`src/hdl/pcs_pll_regs.vh`:
```
// Constants for the clock-synthesis control block.
// Assumes inclusion by the single design file under hdl/.
`ifndef PCS_PLL_REGS_VH
`define PCS_PLL_REGS_VH
// Feedback source select codes.
`define PCS_FB_INTERNAL 2'h0
`define PCS_FB_GLOBAL 2'h1
`define PCS_FB_POSTSCALE 2'h2
`define PCS_FB_ROUTING 2'h3
// Divider field width and reset value (divide by one).
`define PCS_DIV_W 6
`define PCS_DIV_ONE 6'h00
// Synchroniser width (one bit per source clock) and delay line taps.
`define PCS_SYNC_W 6
`define PCS_TAPS 16
// Delay and phase field widths and reset values.
`define PCS_DLY_W 4
`define PCS_DLY_RST 4'h0
`define PCS_PH_W 3
`define PCS_PH_RST 3'h0
`define PCS_DUTY_RST 3'h3
// Lock acquisition time in ns, and cycles at 5 ns per cycle (rounded up).
`define PCS_LOCK_NS 1000
`define PCS_CLK_NS 5
`define PCS_LOCK_CYC ((`PCS_LOCK_NS + `PCS_CLK_NS - 1) / `PCS_CLK_NS)
`define PCS_LOCK_W 10
`endif

```
`src/hdl/pcs_pll_ctrl.v`:
```
// Clock-synthesis control: dividers, source selection, path delay,
// secondary phase/duty stage and lock indication. Runs on mclk; reference
// clocks are sampled through two-flop synchronisers as plain inputs.
// Notes on behaviour
// - Input divider reference selects external pin or internal routing.
// - Feedback divider chooses among four sources.
// - Lock output asserts 200 mclk cycles after the last reconfiguration, whatever the reference does.
// - Programmable delay goes in feedback path or input path.
// - Delay loaded at configuration or adjusted at run time dynamically.
// - Dynamic delay change drops lock until acquire time elapses.
// - Secondary output has adjustable phase and duty cycle.
// - Four dividers: input, feedback, post-scalar, secondary.
// - Input divider divides reference; feedback ratio sets multiplication.
// - Post-scalar divides oscillator down to the primary output.
// - Secondary divider produces lower-frequency derived clocks.
// - Four clock outputs toward fabric and global nets.
`timescale 1ns/1ps
`include "pcs_pll_regs.vh"
module pcs_pll_ctrl
(
  // Clock and reset.
  input wire mclk,
  input wire rst,
  // Reference sources (asynchronous pins).
  input wire ref_pin,
  input wire ref_routing,
  input wire ref_select_routing,
  // Oscillator and feedback sources.
  input wire osc_clk,
  input wire internal_feedback_port,
  input wire global_fb,
  input wire routing_fb,
  input wire [1:0] fb_select,
  // Divider settings, ratio minus one.
  input wire [`PCS_DIV_W-1:0] in_div,
  input wire [`PCS_DIV_W-1:0] fb_div,
  input wire [`PCS_DIV_W-1:0] post_div,
  input wire [`PCS_DIV_W-1:0] sec_div,
  // Path delay control.
  input wire delay_in_feedback,
  input wire [`PCS_DLY_W-1:0] config_delay,
  input wire dynamic_mode,
  input wire [`PCS_DLY_W-1:0] dynamic_delay,
  input wire dynamic_load,
  // Secondary phase and duty, in eighths of its period.
  input wire [`PCS_PH_W-1:0] sec_phase,
  input wire [`PCS_PH_W-1:0] sec_duty,
  // Outputs.
  output reg ref_divided,
  output reg fb_divided,
  output reg primary_clock_output,
  output reg secondary_clock_output,
  output reg secondary_raw_output,
  output reg feedback_delayed,
  output reg pll_locked,
  output reg [`PCS_DLY_W-1:0] active_delay
);

// ******************************
// Synchronisers.
// ******************************
// Every source clock is a level on a pin, unrelated to mclk. Two flops
// keep metastability out of the edge detectors; only the second stage
// is read by any logic.
reg [`PCS_SYNC_W-1:0] sync_a;
reg [`PCS_SYNC_W-1:0] sync_b;
wire [`PCS_SYNC_W-1:0] async_in;
assign async_in = {ref_pin, ref_routing, osc_clk, internal_feedback_port,
  global_fb, routing_fb};
always @(posedge mclk)
begin
  if (rst)
  begin
    sync_a <= {`PCS_SYNC_W{1'b0}};
    sync_b <= {`PCS_SYNC_W{1'b0}};
  end
  else
  begin
    sync_a <= async_in;
    sync_b <= sync_a;
  end
end
wire s_ref_pin = sync_b[5];
wire s_ref_rt = sync_b[4];
wire s_osc = sync_b[3];
wire s_fb_int = sync_b[2];
wire s_fb_glb = sync_b[1];
wire s_fb_rt = sync_b[0];

// ******************************
// Edge detection and source selection.
// ******************************
// Rising edges are found by comparing a synchronised level with its
// value one cycle back. The history flops reset low, matching a source
// that idles low, so no false edge follows reset.
reg ref_q;
reg osc_q;
reg fb_q;
wire ref_src = ref_select_routing ? s_ref_rt : s_ref_pin;
// Post-scalar feedback is taken straight from the registered primary
// output, so it needs no synchroniser.
reg fb_src;
always @*
begin
  case (fb_select)
    `PCS_FB_INTERNAL: fb_src = s_fb_int;
    `PCS_FB_GLOBAL: fb_src = s_fb_glb;
    `PCS_FB_POSTSCALE: fb_src = primary_clock_output;
    `PCS_FB_ROUTING: fb_src = s_fb_rt;
    default: fb_src = s_fb_int;
  endcase
end
always @(posedge mclk)
begin
  if (rst)
  begin
    ref_q <= 1'b0;
    osc_q <= 1'b0;
    fb_q <= 1'b0;
  end
  else
  begin
    ref_q <= ref_src;
    osc_q <= s_osc;
    fb_q <= fb_src;
  end
end
wire ref_rise = ref_src & ~ref_q;
wire osc_rise = s_osc & ~osc_q;
wire fb_rise = fb_src & ~fb_q;

// ******************************
// Four dividers: toggle output every (ratio) source edges.
// ******************************
// Each counter runs from zero to its ratio-minus-one setting and then
// wraps; the tick on the wrap toggles the divided output, so the output
// period is twice the ratio in source edges.
wire [3:0] div_tick;
wire [`PCS_DIV_W-1:0] div_lim [0:3];
assign div_lim[0] = in_div;
assign div_lim[1] = fb_div;
assign div_lim[2] = post_div;
assign div_lim[3] = sec_div;
wire [3:0] div_edge;
// Secondary divider counts post-scalar output edges.
wire prim_rise = div_tick[2] & ~primary_clock_output;
assign div_edge = {prim_rise, osc_rise, fb_rise, ref_rise};
genvar gi;
generate
  for (gi = 0; gi < 4; gi = gi + 1)
  begin : g_div
    // Counters live inside the loop so each has a single driver.
    reg [`PCS_DIV_W-1:0] cnt;
    assign div_tick[gi] = div_edge[gi] && (cnt == div_lim[gi]);
    always @(posedge mclk)
    begin
      if (rst)
        cnt <= `PCS_DIV_ONE;
      else if (div_edge[gi])
        cnt <= (cnt == div_lim[gi]) ? `PCS_DIV_ONE :
          cnt + 1'b1;
    end
  end
endgenerate

// ******************************
// Path delay selection and delay line.
// ******************************
// The delay line is a shift register of mclk taps fed by the selected
// path. A setting of zero bypasses it. Static mode follows config_delay
// every cycle; dynamic mode keeps its value until a load strobe.
reg [`PCS_DLY_W-1:0] next_delay;
reg [`PCS_TAPS-1:0] dly_line;
always @*
begin
  next_delay = active_delay;
  if (!dynamic_mode)
    next_delay = config_delay;
  else if (dynamic_load)
    next_delay = dynamic_delay;
end
wire delay_change = next_delay != active_delay;
wire ref_path = ref_divided ^ div_tick[0];
wire fb_path = fb_divided ^ div_tick[1];
// Delay is inserted in one path only.
wire dly_src = delay_in_feedback ? fb_path : ref_path;
wire dly_out = (active_delay == `PCS_DLY_RST) ? dly_src :
  dly_line[active_delay - 1'b1];

// ******************************
// Secondary phase and duty stage.
// ******************************
// The secondary stage counts primary output rises modulo eight; the
// output is high for sec_duty eighths, starting sec_phase eighths in.
reg [`PCS_PH_W-1:0] sec_pos;
wire [`PCS_PH_W-1:0] sec_rel = sec_pos - sec_phase;
always @(posedge mclk)
begin
  if (rst)
  begin
    dly_line <= {`PCS_TAPS{1'b0}};
    active_delay <= `PCS_DLY_RST;
    ref_divided <= 1'b0;
    fb_divided <= 1'b0;
    primary_clock_output <= 1'b0;
    secondary_raw_output <= 1'b0;
    secondary_clock_output <= 1'b0;
    feedback_delayed <= 1'b0;
    sec_pos <= `PCS_PH_RST;
  end
  else
  begin
    dly_line <= {dly_line[`PCS_TAPS-2:0], dly_src};
    active_delay <= next_delay;
    ref_divided <= ref_path;
    fb_divided <= fb_path;
    if (div_tick[2])
      primary_clock_output <= ~primary_clock_output;
    if (div_tick[3])
      secondary_raw_output <= ~secondary_raw_output;
    feedback_delayed <= dly_out;
    if (prim_rise)
      sec_pos <= sec_pos + 1'b1;
    secondary_clock_output <= sec_rel < sec_duty;
  end
end

// ******************************
// Lock indicator.
// ******************************
// The lock time is counted in mclk cycles from the last change of any
// divider, source select or delay. A change in mid-count restarts it, so
// consumers never see lock while the loop may still be settling.
localparam [1:0] ST_ACQUIRE = 2'b01;
localparam [1:0] ST_LOCKED = 2'b10;
localparam integer LOCK_LAST = `PCS_LOCK_CYC - 1;
wire [`PCS_LOCK_W-1:0] lock_last = LOCK_LAST[`PCS_LOCK_W-1:0];
reg [1:0] lock_state;
reg [1:0] next_lock_state;
reg [`PCS_LOCK_W-1:0] lock_cnt;
reg [`PCS_LOCK_W-1:0] next_lock_cnt;
reg next_locked;
reg [`PCS_DIV_W*4+3:0] cfg_q;
wire [`PCS_DIV_W*4+3:0] cfg_now = {in_div, fb_div, post_div, sec_div,
  fb_select, ref_select_routing, delay_in_feedback};
// cfg_q starts at zero, so the first cycle after reset restarts the count unless cfg_now is zero.
wire reconfig = (cfg_now != cfg_q) || delay_change;
always @*
begin
  next_lock_state = lock_state;
  next_lock_cnt = lock_cnt;
  next_locked = pll_locked;
  case (lock_state)
    ST_ACQUIRE:
    begin
      if (lock_cnt == lock_last)
      begin
        next_lock_state = ST_LOCKED;
        next_locked = 1'b1;
      end
      else
        next_lock_cnt = lock_cnt + 1'b1;
    end
    ST_LOCKED:
      next_locked = 1'b1;
    default:
    begin
      next_lock_state = ST_ACQUIRE;
      next_lock_cnt = {`PCS_LOCK_W{1'b0}};
      next_locked = 1'b0;
    end
  endcase
  // Any reconfiguration wins over the count and over a held lock.
  if (reconfig)
  begin
    next_lock_state = ST_ACQUIRE;
    next_lock_cnt = {`PCS_LOCK_W{1'b0}};
    next_locked = 1'b0;
  end
end
always @(posedge mclk)
begin
  if (rst)
  begin
    lock_state <= ST_ACQUIRE;
    cfg_q <= {(`PCS_DIV_W*4+4){1'b0}};
    lock_cnt <= {`PCS_LOCK_W{1'b0}};
    pll_locked <= 1'b0;
  end
  else
  begin
    lock_state <= next_lock_state;
    cfg_q <= cfg_now;
    lock_cnt <= next_lock_cnt;
    pll_locked <= next_locked;
  end
end

endmodule

```
`config.mk`:
```
export PLATFORM = sky130hd
export DESIGN_NAME = pcs_pll_ctrl
export DESIGN_NICKNAME = d
export VERILOG_FILES = /design/src/hdl/pcs_pll_ctrl.v
export VERILOG_INCLUDE_DIRS = /design/src /design/src/hdl
export SDC_FILE = /design/constraint.sdc
export NUM_CORES = 1
export LEC_CHECK = 0
export BUFFER_PORTS_ARGS = -buffer_cell sky130_fd_sc_hd__buf_2
export CAP_MARGIN = 10
export CELL_PAD_IN_SITES_DETAIL_PLACEMENT = 1
export CELL_PAD_IN_SITES_GLOBAL_PLACEMENT = 1
export CORE_MARGIN = 4
export CORE_UTILIZATION = 48
export DETAILED_ROUTE_END_ITERATION = 10
export GPL_TIMING_DRIVEN = 1
export PLACE_DENSITY = 0.87
export SYNTH_ARGS = -nofsm -noshare
export SYNTH_HDL_FRONTEND = slang
export SYNTH_SLANG_ARGS = --single-unit
```
`constraint.sdc`:
```
create_clock -name mclk -period 4.52 [get_ports mclk]
set_input_delay 0.226 -clock mclk [delete_from_list [all_inputs] [get_ports mclk]]
set_output_delay 0.226 -clock mclk [all_outputs]
set_load 0.01 [all_outputs]
```
==> results.ini, run 1 <==
[outcome]
status=finished clean

[routing]
vias_per_cell=5.22
antenna_left=0
post_drt_wl_per_cell_microns=16.3
wirelength_microns=11300
drtIter0Drc=96
firstDrtPassIters=4
vias=3602
remaining_drc_errors=0

[floorplan]
die-area_sq_um=11800
chipHeight_microns=109
core-area_sq_um=9820
start_util_pct=49.6
die_w_microns=109
num_rows=36
io_pins=63

[global_routing]
grt.overflow.total=0
grt_usage_pct=20.3
grt_start_max_net_pins=80
first_global_vias=3906
grt_pass1_wl_microns=18700
antenna_found_initial=0

[place]
hpwlAfterDp_microns=8240
portBuffers=62
dpl_worst_slack_ns=2.09
gp_congestion=0.834

[critical_path]
slowest_delay_ns=0.64
path_cells=xor2_1, o41ai_1, mux2i_1, or4_4, or3b_1
critPathLaunchType=flop
arrival_ns=2.69
worstSetupPathType=reg2reg
path_buf_inv=0
critical_path.top_delay_family=simple AND/OR/NAND/NOR gates
crit_path_end_kind=flop
cp.required_ns=4.79
crit_path_max_fanout=13
cpMaxStageDelayCell=dfxtp_1

[logic_synthesis]
synth_cell_types=47
synth-edff-count=0
ys_warn_count=0
ys_seq_area_share_pct=44.8
synth.net_count=565
synth_cells=499
async_flop_share_pct=0
synth.avg_cell_area_sq_um=9.76
synth_area_sq_um=4870
synth_ff_type=dfxtp_1
ys_seq_elements=109

[clock_network]
cts-htree-levels=3
cts_max_path_buffers=2
root_buffer=clkbuf_8
cts-buffers-inserted=9
cts_tree=built
insertion_delay_ns=0.38
cts_setup_buffers=0
cts.clk_slew.worst_paths_ns=0.11
cts_hold_buf=0
cts_sinks=109
cts_resized=0

[power]
irDropWorstVdd_v=0.000170
p_per_area_nw_per_um2=320
p_leak_nw=2.27

[timing]
layout_setup_ws_ns=2.10
finalCritPeriodShare_pct=53.5
max_freq_ghz=0.413
finalSetupViolations=0
maxSlewViolCount=0
finalClockSkew_ns=0.0145
hold_violations=0
final.min_clock_period_ns=2.42
relSlewSlack_pct=39.2
worstMarginPinSlew_ns=0.900
tns_ns=0
rsz0062_at_grt=no

[finish]
fin_util_pct=55.5
final_layout_size_suffix_gt1_share_pct=15.8
n_antenna_cell=0
synthToLayoutAreaGrowth_pct=11.9
mostFrequentLayoutCells=109 x dfxtp_1, 62 x buf_2, 57 x xor2_1
layout_commonest_cell=dfxtp_1
nets=618

[job]
maxCapViolCount=0

[worst_hold_path]
hold_class=in2reg

cell usage after synthesis (2+ instances only):
cell        n  area (sq um)
mux2i_1    14           140
a21oi_1    10          50.1
and3_1      3          18.8
buf_2       2          10.0
nor3_1     14          70.1
nor4_1     12          75.1
nand3_1     6          30.0
xor2_1     57           499
o21ai_0     7          35.0
nand2b_1    4          25.0
a211oi_1    9          67.6
nand4_1    15          93.8
ha_1       13           163
or2_2       2          12.5
nor2b_1    56           350
nand2_1    15          56.3
mux2_2      4          45.0
buf_6       2          22.5
inv_1      20          75.1
buf_1       2          7.51
clkbuf_1   15          56.3
or3_1       3          18.8
dfxtp_1   109          2180
xnor2_1    32           280
mux4_1      4           105
a22oi_1     2          15.0
nor2_1     47           176
state kept, by name, indices dropped and copies added, names as in the netlist, 2 cells and up:
register / cells
active_delay: 4
cfg_q: 28
dly_line: 16
g_div.cnt: 24
lock_cnt: 10
lock_state: 2
sec_pos: 3
sync_a: 6
sync_b: 6
kinds of logic (layout without fill, tap and decap cells):
| group | Yosys count | count (layout) | synth area share, % |
|---|---|---|---|
| compound gates | 39 | 39 | 5.42 |
| xor+xnor | 89 | 89 | 16.0 |
| fa+ha+maj | 14 | 14 | 3.75 |
| buf+inv | 41 | 99 | 3.52 |
| flops | 109 | 109 | 44.8 |
| mux | 23 | 23 | 6.19 |
| simple gates | 184 | 184 | 20.3 |
worst paths after layout:
check / from / endpoint / slack [ns] / cells after the start
min: ref_pin / sync_a[5]$_SDFF_PP0_ / 0.06 / 2
max reg2reg: active_delay[0]$_SDFF_PP0_ / lock_state[0]$_SDFFE_PP1P_ / 2.10 / 5
max: active_delay[0]$_SDFF_PP0_ / lock_state[0]$_SDFFE_PP1P_ / 2.10 / 5
min reg2reg: sync_a[4]$_SDFF_PP0_ / sync_b[4]$_SDFF_PP0_ / 0.45 / 1
area by class of cell:
type,instances,area [sq um]
repair buffers,63,318
flip-flops and latches,109,2180
well taps,133,166
multi-input cells,349,2520
clock inverters,6,52.6
inverters,20,75.1
clock buffers,10,138
fillers,1159,4370
power by group:
group / switching [mW] / leakage (nW) / internal [mW]
sequential: 0.0193 / 0.891 / 0.987
combinational: 0.0895 / 1.29 / 0.0764
clock: 0.346 / 0.0967 / 0.225
total: 0.455 / 2.27 / 1.29
metrics by stage:
step / std cells / power [mW] / hold slack (ns) / cell area (sq um)
final: 690 / 1.74 / 0.0579 / 5450
after global routing: 690 / 1.83 / 0.0413 / 5450
after CTS: 690 / 1.77 / 0.0464 / 5450
after detailed placement: 674 / 1.19 / 0.428 / 5260
after global placement: 674 / 1.18 / 0.422 / 5260
after floorplan: 499 / 1.13 / 0.322 / 4870
per-layer routing:
metal	vias up	track usage [%]	wire length [microns]
met2	58	37.4	5830
met3	25	4.62	368
met1	1742	22.7	4760
met5	-	0	0
li1	1777	-	-
met4	0	7.57	293
(Power assumes the default switching activity.)
==> run 2, diff against run 1 <==
CORE_UTILIZATION = 40   (was 48)
PLACE_DENSITY = 0.77   (was 0.87)
clock period = 2.1 ns   (was 4.52 ns; I/O delays follow)
==> run 2 against run 1 <==
  * Routed wire length is 0.40% lower
  * Combinational power is 130% higher
  * First-iteration DRC count is 15% higher
  * Final area is 5.9% higher
  * Fmax is 20% higher
  * Global-route usage is 3.7 points lower
  * Register-to-register slack worse by 2.0 ns
  * Final cell count is 4.8% higher
  * Flip-flop and latch count stayed put
  * Utilization is 7.2 points lower
==> results.ini, run 2 (synthesis gave the netlist of run 1 again) <==
[critical_path]
worstSetupPathType=reg2reg
startpoint=active_delay[3]$_SDFF_PP0_
worstReg2RegStart=active_delay[3]$_SDFF_PP0_
cp.required_ns=2.34  ; -2.45 ns
crit_path_end_kind=flop
ff2ff_path_depth=5  ; unchanged
critPathLaunchType=flop
crit_path_max_fanout=6  ; -7
arrival_ns=2.27  ; -0.42 ns

[floorplan]
chipHeight_microns=118  ; +8.8%
io_pins=63  ; unchanged
die-area_sq_um=14000  ; +18%
num_rows=40  ; +11%
start_util_pct=40.7  ; -8.9 points
core-area_sq_um=12000  ; +22%
die_w_microns=118  ; +8.8%

[clock_network]
cts-htree-levels=3  ; unchanged
cts_max_path_buffers=2  ; unchanged
cts_setup_buffers=0  ; unchanged
root_buffer=clkbuf_16
cts_tree=built
cts_sinks=109  ; unchanged
insertion_delay_ns=0.36  ; -0.02 ns
cts-buffers-inserted=9  ; unchanged
cts.clk_slew.worst_paths_ns=0.08  ; -0.03 ns

[timing]
hold_violations=0  ; unchanged
relSlewSlack_pct=46.7  ; +7.5 points
finalCritPeriodShare_pct=96.4  ; +43 points
worst_hold_slack_ns=0.0114  ; -0.0465 ns
worstMarginPinSlew_ns=0.800  ; -0.0999 ns
tns_ns=0  ; unchanged
finalSetupViolations=0  ; unchanged
max_freq_ghz=0.494  ; +20%
maxSlewViolCount=0  ; unchanged
layout_setup_ws_ns=0.0763  ; -2.02 ns
finalClockSkew_ns=0.00831  ; -0.00622 ns
final.min_clock_period_ns=2.02  ; -0.396 ns

[finish]
n_antenna_cell=0  ; unchanged
synthToLayoutAreaGrowth_pct=18.5
final_layout_size_suffix_gt1_share_pct=18.4  ; +2.6 points
final_area_sq_um=5770  ; +5.9%
reg_top3=cfg_q (28), g_div.cnt (24), dly_line (16)
fin_util_pct=48.3  ; -7.2 points
largest_register_ffs=28  ; unchanged
mostFrequentLayoutCells=106 x dfxtp_1, 61 x buf_2, 57 x xor2_1
fin_cells=723  ; +4.8%
nets=637  ; +3.1%
layout_commonest_cell=dfxtp_1
largest_register=cfg_q

[routing]
firstDrtPassIters=4  ; unchanged
wirelength_microns=11200  ; -0.40%
vias=3658  ; +1.6%
remaining_drc_errors=0  ; unchanged
antenna_left=0  ; unchanged
post_drt_wl_per_cell_microns=15.5  ; -4.9%
drtIter0Drc=110  ; +15%
vias_per_cell=5.06  ; -3.1%

[worst_hold_path]
hp-start=fb_div[1]
hold_class=in2reg
holdPathStages=2  ; unchanged

[global_routing]
grt_start_max_net_pins=80  ; unchanged
antenna_found_initial=1  ; +1
grt.overflow.total=0  ; unchanged
grt_pass1_wl_microns=18900  ; +0.62%
grt_usage_pct=16.6  ; -3.7 points
first_global_vias=3910  ; +0.10%

[place]
place_area_sq_um=5370  ; +2.2%
portBuffers=62  ; unchanged
gp_congestion=0.827  ; -0.84%
hpwlAfterDp_microns=8230  ; -0.10%
place_inst=701  ; +4.0%
dpl_worst_slack_ns=-0.0141  ; -2.10 ns

[power]
p_leak_nw=2.43  ; +6.7%
irDropWorstVdd_v=0.000590  ; +250%
p_per_area_nw_per_um2=731  ; +130%
fin_total_pwr_mw=4.22  ; +140%

[outcome]
status=finished clean

[job]
maxCapViolCount=0  ; unchanged

run 2: path summary, 6_finish.rpt:
check	to	slack, ns
worst max-delay path	lock_state[0]$_SDFFE_PP1P_	0.08
worst min-delay path	cfg_q[17]$_SDFF_PP0_	0.01
worst max register to register	lock_state[0]$_SDFFE_PP1P_	0.08
worst min register to register	sync_b[3]$_SDFF_PP0_	0.44
run 2: area by class of cell:
type / instances / area, sq um
Fill cell: 1369 / 6190
Clock buffer: 11 / 243
Tap cell: 147 / 184
Sequential cell: 109 / 2190
Clock inverter: 5 / 51.3
Multi-Input combinational cell: 349 / 2550
Timing Repair Buffer: 82 / 487
Inverter: 20 / 75.1
run 2: where the power goes:
group / switching [mW] / internal (mW)
Sequential: 0.0335 / 2.12
Combinational: 0.199 / 0.183
Clock: 0.813 / 0.866
Total: 1.05 / 3.17
run 2: layer usage:
metal,track usage (%),vias up,share of wire [%]
li1,-,1820,-
met1,18.4,1770,42
met2,30.1,47,53
met3,5.17,19,3.3
met4,5.35,2,2.1
met5,0,-,0.062
run 2: repair_timing:
action,4_1_cts,5_1_grt
gates resized for setup,3,7
endpoints found under the hold margin,7,0
pin swaps,0,1
setup endpoints to repair,2,14
hold buffers,7,0
run 2: worst max-delay path, stage by stage, from the launching register on:
cell and delay [ns]:
dfxtp_2 0.36, xor2_1 0.18, nor4_2 0.33, mux2i_1 0.20
or4_4 0.46, or3b_1 0.37
